<file path="src/logic/tmr_pkg.sv">
// Purpose: Shared constants and types for the 16-bit match/capture timer
// Assumes: 32-bit Avalon-MM register port, byte addresses, word aligned
// Notes: Field layouts of control registers are chosen here

package tmr_pkg;
   // Register byte offsets
   localparam logic [6:0] TMR_OFS_FLAGS = 7'h00;
   localparam logic [6:0] TMR_OFS_CTRL = 7'h04;
   localparam logic [6:0] TMR_OFS_COUNT = 7'h08;
   localparam logic [6:0] TMR_OFS_PLIM = 7'h0C;
   localparam logic [6:0] TMR_OFS_PCNT = 7'h10;
   localparam logic [6:0] TMR_OFS_MACT = 7'h14;
   localparam logic [6:0] TMR_OFS_MV0 = 7'h18;
   localparam logic [6:0] TMR_OFS_MV1 = 7'h1C;
   localparam logic [6:0] TMR_OFS_MV2 = 7'h20;
   localparam logic [6:0] TMR_OFS_MV3 = 7'h24;
   localparam logic [6:0] TMR_OFS_CEDGE = 7'h28;
   localparam logic [6:0] TMR_OFS_CV0 = 7'h2C;
   localparam logic [6:0] TMR_OFS_CV1 = 7'h30;
   localparam logic [6:0] TMR_OFS_MOUT = 7'h3C;
   localparam logic [6:0] TMR_OFS_CSRC = 7'h70;
   localparam logic [6:0] TMR_OFS_PWM = 7'h74;

   // Timer control fields
   localparam int TMR_CTRL_EN = 0;
   localparam int TMR_CTRL_RST = 1;
   // Match action fields: channel n uses bits 3n (irq), 3n+1 (reset), 3n+2 (stop)
   localparam int TMR_MACT_W = 12;
   // Capture control: channel n bits 3n rise, 3n+1 fall, 3n+2 irq
   localparam int TMR_CEDGE_W = 6;
   // Match output control: bits 2:0 pin state, 2n+5:2n+4 action for pin n
   localparam int TMR_MOUT_W = 10;
   localparam int TMR_MOUT_ACT = 4;
   // Count source: bits 1:0 mode, bits 3:2 input select
   localparam int TMR_CSRC_W = 4;
   localparam int TMR_PWM_W = 3;
   localparam int TMR_FLAG_W = 6;
   localparam int TMR_FLAG_CAP = 4;

   localparam logic [15:0] TMR_RST_16 = 16'h0000;
   localparam logic [31:0] TMR_RST_32 = 32'h0000_0000;

   // Match output actions
   localparam logic [1:0] TMR_ACT_NONE = 2'h0;
   localparam logic [1:0] TMR_ACT_LOW = 2'h1;
   localparam logic [1:0] TMR_ACT_HIGH = 2'h2;
   localparam logic [1:0] TMR_ACT_TOGGLE = 2'h3;

   // Count modes
   localparam logic [1:0] TMR_MODE_TIMER = 2'h0;
   localparam logic [1:0] TMR_MODE_RISE = 2'h1;
   localparam logic [1:0] TMR_MODE_FALL = 2'h2;
   localparam logic [1:0] TMR_MODE_BOTH = 2'h3;

   // Bus request carrier
   typedef struct packed {
      logic [6:0] address;
      logic read;
      logic write;
      logic [31:0] writedata;
   } tmr_req_type;

   // Bus answer carrier
   typedef struct packed {
      logic [31:0] readdata;
      logic waitrequest;
   } tmr_rsp_type;
endpackage

</file>
<file path="src/logic/tmr_core.sv">
// Purpose: 16-bit timer with prescaler, four match and two capture channels
// Assumes: Avalon-MM slave, one wait state on every access
// Notes: Capture and count inputs sampled synchronously, edges seen in the cycle the new level arrives
//
// How it works
// [RL1] Reading interrupt_flags shows the pending sources and writing it clears the chosen ones.
// [RL2] In timer mode the main count steps once per prescale_limit plus one clocks while enabled.
// [RL3] When the prescale count equals the limit the next edge steps the main count and zeroes the prescale count.
// [RL4] Software can read and overwrite the prescale count over the bus.
// [RL5] Timer control holds an enable bit and a bit that holds both counters in reset.
// [RL6] Each match channel can reset the count, stop both counters and raise a flag on equality.
// [RL7] Capture control picks the edges of each capture input and whether a capture raises a flag.
// [RL8] A chosen capture edge copies the main count into its read-only capture register.
// [RL9] Match output control holds and drives the three match output pins.
// [RL10] Count source control picks timer mode or counting edges of a chosen input.
// [RL11] PWM enable control moves individual match pins into PWM operation.
// [RL12] Every implemented register bit is zero after reset, reserved bits read zero except bit 3 of match output control, which keeps what is written.
// [RL13] Flags 0 to 3 are the match channels, 4 and 5 the captures, one clears, zero keeps.
// [RL14] On a match each pin toggles, goes low, goes high or keeps its level as set.
// [RL15] Stop on match clears the enable bit on the clock after the count reaches the match value; in edge modes, on the next counted edge.
// [RL16] Software running PWM keeps reset and stop off on all channels but the period channel.
// [RL17] Reserved offsets read zero and ignore writes.

`timescale 1ns/1ps

module tmr_core (
   // Clock and reset
   input wire logic clk,
   input wire logic rst,
   // Register bus
   input wire tmr_pkg::tmr_req_type bus_req,
   output tmr_pkg::tmr_rsp_type bus_rsp,
   // Capture pins
   input wire logic capture_input_0,
   input wire logic capture_input_1,
   // Match pins
   output logic [2:0] match_outputs
);
   import tmr_pkg::*;

   logic [TMR_FLAG_W-1:0] flags_reg, flags_next;
   logic [1:0] ctrl_reg, ctrl_next;
   logic [15:0] count_reg, count_next;
   logic [15:0] plim_reg, plim_next;
   logic [15:0] pcnt_reg, pcnt_next;
   logic [TMR_MACT_W-1:0] mact_reg, mact_next;
   logic [15:0] mval_reg [4];
   logic [15:0] mval_next [4];
   logic [TMR_CEDGE_W-1:0] cedge_reg, cedge_next;
   logic [15:0] cval_reg [2];
   logic [15:0] cval_next [2];
   logic [TMR_MOUT_W-1:0] mout_reg, mout_next;
   logic [TMR_CSRC_W-1:0] csrc_reg, csrc_next;
   logic [TMR_PWM_W-1:0] pwm_reg, pwm_next;
   logic [2:0] pins_reg, pins_next;
   tmr_rsp_type rsp_reg, rsp_next;
   logic busy_reg, busy_next;

   logic [1:0] cap_rise, cap_fall;
   logic [1:0] cap_lvl;
   logic [3:0] hit;
   logic [1:0] cap_hit;
   // Match arrival and PWM levels
   logic [3:0] evt;
   logic [2:0] pwm_lvl;
   logic tick;
   logic step;
   logic cnt_edge;
   logic wr_take;
   logic rd_take;
   logic [31:0] rd_data;

   assign cap_lvl = {capture_input_1, capture_input_0};

   // One edge detector per capture pin
   genvar gi;
   generate
      for (gi = 0; gi < 2; gi++) begin : g_edge
         tmr_edge u_edge (
            .clk(clk),
            .rst(rst),
            .level(cap_lvl[gi]),
            .rise(cap_rise[gi]),
            .fall(cap_fall[gi])
         );
      end
   endgenerate

   // Access is taken on the cycle waitrequest is low
   assign wr_take = bus_req.write & busy_reg;
   assign rd_take = bus_req.read & busy_reg;

   // Counting source: clock in timer mode, selected input edges otherwise
   always_comb begin
      logic [1:0] sel;
      sel = csrc_reg[3:2];
      cnt_edge = 1'b0;
      unique case (csrc_reg[1:0]) // RL10
         TMR_MODE_TIMER: cnt_edge = 1'b1; // RL2
         TMR_MODE_RISE: cnt_edge = cap_rise[sel[0]];
         TMR_MODE_FALL: cnt_edge = cap_fall[sel[0]];
         TMR_MODE_BOTH: cnt_edge = cap_rise[sel[0]] | cap_fall[sel[0]];
      endcase
   end

   // Prescale wrap produces the count step
   assign tick = ctrl_reg[TMR_CTRL_EN] & ~ctrl_reg[TMR_CTRL_RST] & cnt_edge;
   assign step = tick & (pcnt_reg == plim_reg); // RL3

   // Match equality, evaluated against the present count
   always_comb begin
      for (int i = 0; i < 4; i++) begin
         hit[i] = (count_reg == mval_reg[i]);
      end
      for (int i = 0; i < 2; i++) begin
         cap_hit[i] = (cedge_reg[3*i] & cap_rise[i]) | (cedge_reg[3*i+1] & cap_fall[i]); // RL7
      end
   end

   // Match arrival: the count has just reached a match value while the
   // prescaler sits at zero, so each value fires once, not once per tick.
   // Limitation: a count written onto a match value mid-prescale is missed
   // until the count comes round to it again.
   always_comb begin
      for (int i = 0; i < 4; i++) begin
         evt[i] = hit[i] & tick & (pcnt_reg == TMR_RST_16); // RL6
      end
   end

   // PWM level per pin: high once the count has reached its match value
   always_comb begin
      for (int i = 0; i < 3; i++) begin
         pwm_lvl[i] = (count_reg >= mval_reg[i]); // RL11
      end
   end

   // Counters, match actions and flags
   always_comb begin
      logic m_reset;
      logic m_stop;
      logic [15:0] wv;
      m_reset = 1'b0;
      m_stop = 1'b0;
      wv = bus_req.writedata[15:0];
      flags_next = flags_reg;
      ctrl_next = ctrl_reg;
      count_next = count_reg;
      pcnt_next = pcnt_reg;
      pins_next = pins_reg;
      cval_next = cval_reg;
      // Flag and stop on arrival; reset on the step leaving the value,
      // which gives the match value a full count period before the wrap
      for (int i = 0; i < 4; i++) begin
         if (evt[i]) begin
            if (mact_reg[3*i]) begin
               flags_next[i] = 1'b1; // RL6
            end
            m_stop = m_stop | mact_reg[3*i+2]; // RL15
         end
         if (hit[i] && step) begin
            m_reset = m_reset | mact_reg[3*i+1]; // RL6
         end
      end
      // Pin actions on match; PWM pins follow count against match level
      for (int i = 0; i < 3; i++) begin
         if (pwm_reg[i]) begin
            pins_next[i] = pwm_lvl[i]; // RL11
         end else if (evt[i]) begin
            unique case (mout_reg[TMR_MOUT_ACT+2*i +: 2]) // RL14
               TMR_ACT_NONE: pins_next[i] = pins_reg[i];
               TMR_ACT_LOW: pins_next[i] = 1'b0;
               TMR_ACT_HIGH: pins_next[i] = 1'b1;
               TMR_ACT_TOGGLE: pins_next[i] = ~pins_reg[i];
            endcase
         end
      end
      // Prescaler and main count
      if (ctrl_reg[TMR_CTRL_RST]) begin
         count_next = TMR_RST_16; // RL5
         pcnt_next = TMR_RST_16;
      end else if (m_stop) begin
         // Stop halts both counters on the clock that clears the enable
         // and outranks a reset, so the count rests on the match value
         count_next = count_reg; // RL15
         pcnt_next = pcnt_reg;
      end else if (step) begin
         pcnt_next = TMR_RST_16; // RL3
         count_next = m_reset ? TMR_RST_16 : 16'(count_reg + 16'h0001); // RL6
      end else if (tick) begin
         pcnt_next = 16'(pcnt_reg + 16'h0001); // RL2
      end
      // Enable drops on the first tick after the count reached the match value: the next clock in timer mode, the next counted edge in edge modes
      if (m_stop) begin
         ctrl_next[TMR_CTRL_EN] = 1'b0; // RL15
      end
      // Captures
      for (int i = 0; i < 2; i++) begin
         if (cap_hit[i]) begin
            cval_next[i] = count_reg; // RL8
         end
      end
      // Bus writes: clear first so a same-cycle event still sets
      if (wr_take) begin
         unique case (bus_req.address)
            TMR_OFS_FLAGS: flags_next = flags_reg & ~bus_req.writedata[TMR_FLAG_W-1:0]; // RL13
            TMR_OFS_CTRL: ctrl_next = bus_req.writedata[1:0]; // RL5
            TMR_OFS_COUNT: count_next = wv;
            TMR_OFS_PCNT: pcnt_next = wv; // RL4
            TMR_OFS_MOUT: pins_next = bus_req.writedata[2:0]; // RL9
            default: ;
         endcase
         // A match event in the clearing cycle sets its flag again
         if (bus_req.address == TMR_OFS_FLAGS) begin
            for (int i = 0; i < 4; i++) begin
               if (evt[i] && mact_reg[3*i]) begin
                  flags_next[i] = 1'b1; // RL1
               end
            end
         end
      end
      // Capture flags set after any clear
      for (int i = 0; i < 2; i++) begin
         if (cap_hit[i] && cedge_reg[3*i+2]) begin
            flags_next[TMR_FLAG_CAP+i] = 1'b1; // RL7
         end
      end
   end

   // Plain configuration registers
   always_comb begin
      plim_next = plim_reg;
      mact_next = mact_reg;
      mval_next = mval_reg;
      cedge_next = cedge_reg;
      mout_next = mout_reg;
      csrc_next = csrc_reg;
      pwm_next = pwm_reg;
      if (wr_take) begin
         unique case (bus_req.address)
            TMR_OFS_PLIM: plim_next = bus_req.writedata[15:0];
            TMR_OFS_MACT: mact_next = bus_req.writedata[TMR_MACT_W-1:0]; // RL6
            TMR_OFS_CEDGE: cedge_next = bus_req.writedata[TMR_CEDGE_W-1:0]; // RL7
            TMR_OFS_MOUT: mout_next = bus_req.writedata[TMR_MOUT_W-1:0]; // RL9
            TMR_OFS_CSRC: csrc_next = bus_req.writedata[TMR_CSRC_W-1:0]; // RL10
            TMR_OFS_PWM: pwm_next = bus_req.writedata[TMR_PWM_W-1:0]; // RL11
            default: ; // RL17
         endcase
         for (int i = 0; i < 4; i++) begin
            if (bus_req.address == 7'(TMR_OFS_MV0 + 7'(4*i))) begin
               mval_next[i] = bus_req.writedata[15:0];
            end
         end
      end
      // Pin state bits mirror the driven pins
      mout_next[2:0] = pins_next; // RL9
   end

   // Read mux, reserved and unmapped offsets read zero
   always_comb begin
      rd_data = TMR_RST_32;
      unique case (bus_req.address)
         TMR_OFS_FLAGS: rd_data = 32'(flags_reg); // RL1
         TMR_OFS_CTRL: rd_data = 32'(ctrl_reg);
         TMR_OFS_COUNT: rd_data = 32'(count_reg);
         TMR_OFS_PLIM: rd_data = 32'(plim_reg);
         TMR_OFS_PCNT: rd_data = 32'(pcnt_reg); // RL4
         TMR_OFS_MACT: rd_data = 32'(mact_reg);
         TMR_OFS_CEDGE: rd_data = 32'(cedge_reg);
         TMR_OFS_CV0: rd_data = 32'(cval_reg[0]); // RL8
         TMR_OFS_CV1: rd_data = 32'(cval_reg[1]);
         TMR_OFS_MOUT: rd_data = 32'(mout_reg);
         TMR_OFS_CSRC: rd_data = 32'(csrc_reg);
         TMR_OFS_PWM: rd_data = 32'(pwm_reg);
         default: rd_data = TMR_RST_32; // RL17
      endcase
      for (int i = 0; i < 4; i++) begin
         if (bus_req.address == 7'(TMR_OFS_MV0 + 7'(4*i))) begin
            rd_data = 32'(mval_reg[i]);
         end
      end
   end

   // Bus handshake: one wait cycle, then answer; registered waitrequest
   always_comb begin
      busy_next = 1'b0;
      rsp_next.waitrequest = 1'b1;
      rsp_next.readdata = rsp_reg.readdata;
      if ((bus_req.read || bus_req.write) && !busy_reg) begin
         busy_next = 1'b1;
         rsp_next.waitrequest = 1'b0;
         rsp_next.readdata = rd_data;
      end
      if (rd_take) begin
         rsp_next.readdata = rsp_reg.readdata;
      end
   end

   // All state registers, zero at reset except waitrequest, which resets high
   always_ff @(posedge clk or posedge rst) begin
      if (rst) begin
         flags_reg <= '0; // RL12
         ctrl_reg <= '0;
         count_reg <= TMR_RST_16;
         plim_reg <= TMR_RST_16;
         pcnt_reg <= TMR_RST_16;
         mact_reg <= '0;
         for (int i = 0; i < 4; i++) begin
            mval_reg[i] <= TMR_RST_16;
         end
         cedge_reg <= '0;
         cval_reg[0] <= TMR_RST_16;
         cval_reg[1] <= TMR_RST_16;
         mout_reg <= '0;
         csrc_reg <= '0;
         pwm_reg <= '0;
         pins_reg <= 3'h0;
         rsp_reg <= '{readdata: 32'h0000_0000, waitrequest: 1'b1};
         busy_reg <= 1'b0;
      end else begin
         flags_reg <= flags_next;
         ctrl_reg <= ctrl_next;
         count_reg <= count_next;
         plim_reg <= plim_next;
         pcnt_reg <= pcnt_next;
         mact_reg <= mact_next;
         mval_reg <= mval_next;
         cedge_reg <= cedge_next;
         cval_reg <= cval_next;
         mout_reg <= mout_next;
         csrc_reg <= csrc_next;
         pwm_reg <= pwm_next;
         pins_reg <= pins_next;
         rsp_reg <= rsp_next;
         busy_reg <= busy_next;
      end
   end

   // Outputs straight from flip-flops
   assign bus_rsp = rsp_reg;
   assign match_outputs = pins_reg; // RL9
endmodule

</file>
<file path="src/logic/tmr_edge.sv">
// Purpose: Edge detector for one synchronous capture or count input
// Assumes: Input already synchronous to clk
// Notes: No added latency, rise and fall follow level in the same cycle; pulses are one cycle wide

`timescale 1ns/1ps

module tmr_edge (
   // Clock and reset
   input wire logic clk,
   input wire logic rst,
   // Sampled level and detected edges
   input wire logic level,
   output logic rise,
   output logic fall
);
   logic last_reg;
   logic last_next;

   // Previous level
   always_comb begin
      last_next = level;
   end

   always_ff @(posedge clk or posedge rst) begin
      if (rst) begin
         last_reg <= 1'b0;
      end else begin
         last_reg <= last_next;
      end
   end

   assign rise = level & ~last_reg;
   assign fall = ~level & last_reg;
endmodule

</file>
<file path="config.mk">
export PLATFORM = sky130hd
export DESIGN_NAME = tmr_core
export DESIGN_NICKNAME = d
export VERILOG_FILES = /design/src/logic/tmr_pkg.sv /design/src/logic/tmr_core.sv /design/src/logic/tmr_edge.sv
export SDC_FILE = /design/constraint.sdc
export NUM_CORES = 1
export LEC_CHECK = 0
export BUFFER_PORTS_ARGS = -buffer_cell sky130_fd_sc_hd__clkbuf_2
export CAP_MARGIN = 20
export CORE_ASPECT_RATIO = 0.75
export CORE_MARGIN = 4
export CORE_UTILIZATION = 61
export DETAILED_ROUTE_END_ITERATION = 10
export GPL_TIMING_DRIVEN = 0
export PLACE_DENSITY = 0.9
export SYNTH_ARGS = -nofsm -noshare
export SYNTH_HDL_FRONTEND = slang
export SYNTH_SLANG_ARGS = --single-unit
</file>
<file path="constraint.sdc">
create_clock -name clk -period 8.34 [get_ports clk]
set_input_delay 0.834 -clock clk [delete_from_list [all_inputs] [get_ports clk]]
set_output_delay 0.834 -clock clk [all_outputs]
set_load 0.02 [all_outputs]
</file>
==> flow_summary.ini, run 1 <==
[worst_setup_path]
worstPathArrival_ps = 4170
crit_fanout = 10
criticalPathCategory = flip-flop to flip-flop
start_kind = flip-flop
reg2regPathDepth = 10
cp-end-kind = flip-flop
required_ps = 8740
r2r-end = count_reg[0]
r2r-start = count_reg[0]
reg2reg_slack_ps = 4570

[global_routing]
grt_pass1_vias = 9827
grt_first_pass_wirelength_um = 58800
grt_usage_pct = 35.7
antenna_found_initial = 1
overflow = 0
grt_max_degree = 121

[layout]
area.growth.synth_to_final_pct = 11.3
final_core_util_pct = 69.6
largest_register_ffs = 64
num-fill-cells = 1393
fin_nets = 1331
final_cell_count_no_fill = 1496
drive_above_1_share_pct = 21.7
antenna_cells = 0

[yosys]
synth-seq-cells = 207
ys_seq_area_share_pct = 44.4
synth.most_common_cell = dfrtp_1
synthTopCellsByArea = dfrtp_1 44%, mux2_2 13%, ha_1 5.5%
synth-edff-count = 0
yosysWarnings = 0
synth.top_cell.area_share_pct = 44.1
async_reset_ff_share_pct = 100
synth_commonest_cells = 206 x dfrtp_1, 134 x mux2_2, 110 x nand2_1
netlist_instances = 1154
synthFlopType = dfrtp_1
netlist_area_sq_um = 11700
synth.distinct_cells = 68
yosysTopAreaCell = dfrtp_1
syn_area_per_cell_sq_um = 10.1

[clock_tree]
cts_setup_buffers = 0
cts.repair.resized = 0
clock_sinks = 207
clock_latency_ps = 510
clockBufferDepth = 3
cts.htree.levels = 1
clk_pin_slew_worst_paths_ps = 70
cts_hold_buf = 0
cts_tree = built
root_buffer = clkbuf_16
cts-buffers-inserted = 21

[route]
route.detailed.drc = 0
wl_um = 38700
wl_per_cell_um = 25.9
routed-via-count = 10229
first_iter_violations = 1829
viasPerCell = 6.84
dr.pass1.iters = 9
antenna_left = 0

[floorplan]
coreArea_sq_um = 18700
die-area_sq_um = 21400
fp.dieW_um = 168
placement_rows = 43
initial_utilization_pct = 62.5
io_pins = 81
die_y_um = 128

[timing]
slew_violations = 0
rsz0062_at_grt = false
fin_skew_ps = 19.1
post-route-period-util_pct = 45.2
tightestPinTransition_ps = 1010
setup-violations-final = 0
slew-limit-headroom_pct = 32.2
min_period_ps = 3770
hold_viol_final = 0
fmax_ghz = 0.266

[pwr]
p_comb_share_pct = 16.7
switching_share_pct = 29.9
clkPwrFrac_pct = 38.0
power.switching_uw = 779
seqPwrFrac_pct = 45.3
power_mw = 2.61
max-vdd-ir-drop_v = 0.000187
leakage_nw = 6.09
powerDensity_nw_per_um2 = 201
p_int_mw = 1.83

[placed_design]
place_congestion = 1.01
dp.cells = 1459
io_buffers = 41
dp_hpwl_um = 28500

[status]
status = completed

[flow_run]
max-cap-violations = 0

[worst_hold_path]
worstHoldPathType = input port to async pin
==> layout by cell type (no fill, tap or decap), types with 7 or more instances in the layout <==
| cell type | instances |
|---|---|
| dfrtp_1 | 206 |
| mux2_2 | 134 |
| nand2_1 | 110 |
| o21ai_0 | 64 |
| inv_1 | 60 |
| nor2_1 | 59 |
| ha_1 | 51 |
| clkbuf_2 | 45 |
| a22oi_1 | 43 |
| clkbuf_1 | 42 |
| a21oi_1 | 35 |
| nand4_1 | 32 |
| xor2_1 | 31 |
| nand3_1 | 24 |
| a221oi_1 | 23 |
| clkbuf_16 | 21 |
| nor3_1 | 20 |
| xnor2_1 | 20 |
| buf_4 | 20 |
| buf_2 | 19 |
| a22o_1 | 16 |
| nor4_1 | 16 |
| conb_1 | 16 |
| a31oi_1 | 11 |
| and3_1 | 10 |
| nand2b_1 | 7 |
==> worst max-delay path by stage <==
stage	startpoint	slack, ps	cells after the start	end
4_1_cts	count_reg[0]	4740	10	count_reg[0]
3_3_place_gp	rst	-390	2	mval_reg[0]
2_1_floorplan	rst	1860	1	bus_rsp[10]
3_5_place_dp	bus_req[36]	4750	9	bus_rsp[9]
5_1_grt	count_reg[0]	4590	10	count_reg[0]
6_report	count_reg[0]	4570	10	count_reg[0]
==> cell type report <==
| type | count | area [sq um] | share of cell area (%) |
|---|---|---|---|
| sequential | 207 | 5180 | 39.9 |
| clock inverter | 8 | 93.8 | 0.722 |
| inverter | 61 | 236 | 1.82 |
| clock buffer | 29 | 616 | 4.74 |
| tap | 247 | 309 | 2.38 |
| multi-input combinational | 816 | 5900 | 45.4 |
| timing repair buffer | 43 | 240 | 1.85 |
| buffer | 85 | 427 | 3.28 |
==> logic make-up (layout without fill, tap and decap cells) <==
group	after synthesis	after routing	share of synthesized area, %
AO/OA/AOI/OAI	234	234	13.6
XOR/XNOR	51	51	3.83
adder cells (fa/ha/maj)	51	51	5.46
buffers and inverters	146	226	5.61
flip-flops	207	207	44.4
multiplexers	135	135	13.0
other	1	16	0.0321
AND/OR/NAND/NOR	329	329	14.1
==> critical path, stage by stage (launching register included) <==
cell	delay, ps
dfrtp_1	640
inv_1	260
ha_1	340
nand4_1	150
nor4_1	680
a222oi_1	240
o21ai_0	180
clkbuf_1	440
nor2_1	220
mux2_2	320
a22o_1	200
==> power groups by stage <==
stage,sequential (mW),combinational (mW),clock (mW)
floorplan,1.17,0.278,0
global placement,1.19,0.404,0
detailed placement,1.19,0.423,0
CTS,1.17,0.428,0.987
global route,1.18,0.475,1.03
finish,1.18,0.436,0.991
==> per-layer routing <==
| metal | routed length [um] | vias up | GRT usage [%] |
|---|---|---|---|
| li1 | - | 4317 | - |
| met1 | 15500 | 4964 | 52.2 |
| met2 | 15900 | 811 | 50.2 |
| met3 | 5710 | 135 | 11.6 |
| met4 | 1540 | 2 | 12.2 |
| met5 | 14 | - | 0 |
==> metrics by stage <==
| stage | cell area [sq um] | setup WS [ps] | setup TNS [ps] | hold WS [ps] |
|---|---|---|---|---|
| 2_1_floorplan | 11700 | 1860 | 0 | 448 |
| 3_5_place_dp | 12300 | 4750 | 0 | 495 |
| 6_report | 13000 | 4570 | 0 | 409 |
| 5_1_grt | 13000 | 4590 | 0 | 463 |
| 3_3_place_gp | 12200 | -390 | -75020 | 464 |
| 4_1_cts | 13000 | 4740 | 0 | 458 |
(Power assumes the default switching activity.)
==> run 2: changes to the inputs <==
CORE_UTILIZATION = 55   (was 61)
PLACE_DENSITY = 0.87   (was 0.9)
clock period = 3.25 ns   (was 8.34 ns; I/O delays follow)
==> run 2 against run 1 <==
Compared with the run above: flip-flop and latch count unchanged; non-clock buffer count increased by 9; combinational power grew to 2.7 times the previous value; cell count up 3.1%; clock power increased to 2.8 times the previous value; hold slack lost 330 ps; critical path depth grew 1; first-iteration DRC count fell by 22%; critical path type unchanged; highest routed layer is now met4.
==> flow_summary.ini, run 2 (synthesis gave the netlist of run 1 again) <==
[placed_design]
io_buffers = 41
dp_hpwl_um = 28700
place_congestion = 1.01
placed_area_sq_um = 12400
place_ws_ps = -120
dp.cells = 1497

[route]
first_iter_violations = 1431
routed-via-count = 10142
wl_per_cell_um = 24.8
route.detailed.drc = 0
wl_um = 38300
viasPerCell = 6.57
dr.pass1.iters = 6
antenna_left = 0

[floorplan]
placement_rows = 45
coreArea_sq_um = 20600
io_pins = 81
die_y_um = 134
fp.dieW_um = 176
die-area_sq_um = 23700
initial_utilization_pct = 56.8

[timing]
tns_ps = 0
tightestPinTransition_ps = 1180
fmax_ghz = 0.311
whs_ps = 76.8
setup-violations-final = 0
slew_violations = 0
slew-limit-headroom_pct = 21.0
min_period_ps = 3210
fin_skew_ps = 15.7
setup_slack_ps = 35.6
hold_viol_final = 0
post-route-period-util_pct = 98.9

[pwr]
p_int_mw = 4.90
leakage_nw = 6.18
p_comb_share_pct = 16.8
clkPwrFrac_pct = 39.7
power.switching_mw = 2.05
switching_share_pct = 29.5
seqPwrFrac_pct = 43.5
powerDensity_nw_per_um2 = 523
max-vdd-ir-drop_v = 0.000408
power_mw = 6.94

[worst_setup_path]
r2r-end = count_reg[12]
reg2reg_slack_ps = 40
start_kind = flip-flop
required_ps = 3640
reg2regPathDepth = 11
cp-end-kind = flip-flop
r2r-start = count_reg[10]
criticalPathCategory = flip-flop to flip-flop
worstPathArrival_ps = 3600
crit_fanout = 11

[layout]
largest_register_ffs = 64
final_common_cell = dfrtp_1
final_cell_mix = 205 x dfrtp_1, 134 x mux2_2, 110 x nand2_1
final_core_util_pct = 64.7
antenna_cells = 0
final_cell_count_no_fill = 1543
drive_above_1_share_pct = 22.5
area.growth.synth_to_final_pct = 13.8
design_area_sq_um = 13300
fin_nets = 1341

[status]
status = completed

[clock_tree]
clock_sinks = 207
root_buffer = clkbuf_16
clk_pin_slew_worst_paths_ps = 70
clock_latency_ps = 520
clockBufferDepth = 3
cts.htree.levels = 1
cts-buffers-inserted = 22
cts_tree = built

[global_routing]
grt_pass1_vias = 9776
grt_first_pass_wirelength_um = 58300
antenna_found_initial = 0
grt_usage_pct = 32.1
grt_max_degree = 41
overflow = 0

[worst_hold_path]
worstHoldPathType = input port to flip-flop
holdCritStartpoint = bus_req[3]
hold_end = mout_reg[3]
hold_depth = 2

[flow_run]
max-cap-violations = 0
[run 2: cell count changes in the layout (fill, tap and decap cells not counted), sizes merged]
cell,delta
clkinvlp,+3
clkbuf,+3
buf,+6
clkinv,-2
dlygate4sd3,+3
inv,-2
bufinv,+1
[run 2: repair_timing]
| action | 4_1_cts | 5_1_grt |
|---|---|---|
| gates resized for setup | 3 | 6 |
| setup endpoints to repair | 9 | 9 |
| setup buffers | 0 | 3 |
| hold endpoints to repair | 35 | 0 |
| pin swaps | 0 | 4 |
| hold buffers | 3 | 0 |
[run 2: layer usage]
metal / part of all wire, % / vias to the layer above / GRT usage, %
li1: - / 4334 / -
met1: 41 / 4964 / 47.3
met2: 41 / 738 / 45.6
met3: 14 / 106 / 9.97
met4: 3.2 / 0 / 9.39
met5: 0 / - / 0
[run 2: power by group through the flow]
stage	clock network, mW	logic, mW	registers (mW)
after floorplan	0	0.715	3.00
after global placement	0	1.04	3.04
after detailed placement	0	1.09	3.05
after CTS	2.77	1.12	3.00
after global routing	2.86	1.27	3.04
final	2.76	1.17	3.02
[run 2: worst max-delay path by stage]
stage / from / endpoint / slack, ps / cells after the start
2_1_floorplan: rst / bus_rsp[10] / 240 / 1
3_3_place_gp: rst / mval_reg[52] / -1020 / 2
3_5_place_dp: count_reg[0] / count_reg[12] / -120 / 12
4_1_cts: count_reg[15] / count_reg[12] / 30 / 11
5_1_grt: count_reg[10] / count_reg[14] / -20 / 11
6_report: count_reg[10] / count_reg[12] / 40 / 11
[run 2: final cells by class]
class                      instances  area, sq um
buffer                            85          428
clock buffer                      32          669
clock inverter                     8          124
fill                            1620         7260
inverter                          61          233
multi-input combinational        816         5940
sequential                       207         5180
tap                              282          353
timing repair buffer              52          358
[run 2: worst max-delay path, stage by stage, from the launching register on]
cell	delay, ps
dfrtp_1	540
ha_1	400
nand4_1	270
nor4_4	450
a22oi_1	170
o211a_1	190
o21ai_2	220
buf_6	180
buf_2	230
nor3_1	80
o21ai_0	220
nand3_1	130
==> run 3: changes to the inputs <==
CORE_MARGIN = 5   (was 4)
==> run 3 against run 2 <==
Compared with the run above: non-clock buffer count up 1; register-to-register slack barely moved; clock power is 4% lower; cell count grew 0.45%; routed wire length is 1.5% higher.
==> flow_summary.ini, run 3 (synthesis gave the netlist of run 1 again) <==
[status]
status = completed

[timing]
slew_violations = 0
whs_ps = 79.7
tightestPinTransition_ps = 1020
slew-limit-headroom_pct = 31.6
tns_ps = 0
setup_slack_ps = 36.3
fmax_ghz = 0.311
fin_skew_ps = 10.1
hold_viol_final = 0
min_period_ps = 3210
setup-violations-final = 0
post-route-period-util_pct = 98.9

[worst_setup_path]
worstPathArrival_ps = 3590
cp-end-kind = flip-flop
start_kind = flip-flop
crit_fanout = 10
criticalPathCategory = flip-flop to flip-flop
required_ps = 3630

[clock_tree]
cts.htree.levels = 1
clock_latency_ps = 510
clockBufferDepth = 3
cts-buffers-inserted = 22
clock_sinks = 207
root_buffer = clkbuf_16
cts_tree = built
clk_pin_slew_worst_paths_ps = 60

[route]
antenna_left = 0
wl_um = 38900
routed-via-count = 10323
route.detailed.drc = 0
first_iter_violations = 1561
dr.pass1.iters = 6
viasPerCell = 6.66
wl_per_cell_um = 25.1

[pwr]
powerDensity_nw_per_um2 = 516
leakage_nw = 6.16
power_mw = 6.86
max-vdd-ir-drop_v = 0.000375

[placed_design]
place_congestion = 1.01
place_ws_ps = -90.3
dp.cells = 1505
dp_hpwl_um = 29000
io_buffers = 41
placed_area_sq_um = 12400

[floorplan]
die_y_um = 136
coreArea_sq_um = 21000
placement_rows = 46
io_pins = 81
fp.dieW_um = 178
initial_utilization_pct = 55.6
die-area_sq_um = 24300

[global_routing]
overflow = 0
busiest_layer = met1
grt_pass1_vias = 9910
grt_usage_pct = 32.0
grt_first_pass_wirelength_um = 59100
gr-usage-met2_pct = 45.3
grt_max_degree = 39
antenna_found_initial = 0
grtUsageMet3_pct = 9.17
use_met1_pct = 47.4

[layout]
antenna_cells = 0
fin_nets = 1342
final_cell_count_no_fill = 1550
design_area_sq_um = 13300
final_cell_mix = 203 x dfrtp_1, 134 x mux2_2, 110 x nand2_1
area.growth.synth_to_final_pct = 13.8
drive_above_1_share_pct = 22.5
largest_register_ffs = 64
final_common_cell = dfrtp_1
final_core_util_pct = 63.2

[flow_run]
max-cap-violations = 0

[worst_hold_path]
worstHoldPathType = input port to flip-flop
run 3: final timing paths:
| check | from | endpoint | slack, ps | cells after the start |
|---|---|---|---|---|
| worst max register to register | count_reg[15] | count_reg[12] | 40 | 11 |
| worst min-delay path | bus_req[3] | csrc_reg[3] | 80 | 2 |
| worst min register to register | flags_reg[3] | flags_reg[3] | 500 | 2 |
| max in group asynchronous | rst | bus_rsp[0] | 1620 | 6 |
| worst max-delay path | count_reg[15] | count_reg[12] | 40 | 11 |
| min in group asynchronous | rst | plim_reg[13] | 460 | 3 |
run 3: worst max-delay path, stage by stage (launching register included):
cell	delay, ps
dfrtp_1	530
ha_1	410
nand4_1	310
nor4_4	340
a22oi_1	140
o211a_1	180
o21ai_2	240
buf_6	190
buf_2	270
nor3_1	90
o21ai_0	250
nand3_1	120
run 3: final cells by class:
| class | count | area, sq um |
|---|---|---|
| Clock inverter | 5 | 81.3 |
| Inverter | 61 | 233 |
| Buffer | 85 | 428 |
| Sequential cell | 207 | 5180 |
| Tap cell | 288 | 360 |
| Clock buffer | 35 | 671 |
| Multi-Input combinational cell | 816 | 5950 |
| Fill cell | 1653 | 7720 |
| Timing Repair Buffer | 53 | 378 |
run 3: report_power, final:
part | internal, mW | switching, mW
Combinational | 0.458 | 0.722
Sequential | 2.77 | 0.255
Clock | 1.58 | 1.07
Total | 4.81 | 2.05
run 3: what timing repair did:
item                                    CTS  global route
hold buffers                              3             0
endpoints found under the setup margin    3            12
buffers inserted                          0             2
hold endpoints to repair                 33             0
pin swaps                                 0             3
resized for setup                         3             8
run 3: layer usage:
| metal | share of wire, % | up-vias |
|---|---|---|
| met4 | 3.5 | 0 |
| met5 | 0 | - |
| li1 | - | 4349 |
| met2 | 42 | 805 |
| met1 | 41 | 5046 |
| met3 | 14 | 123 |
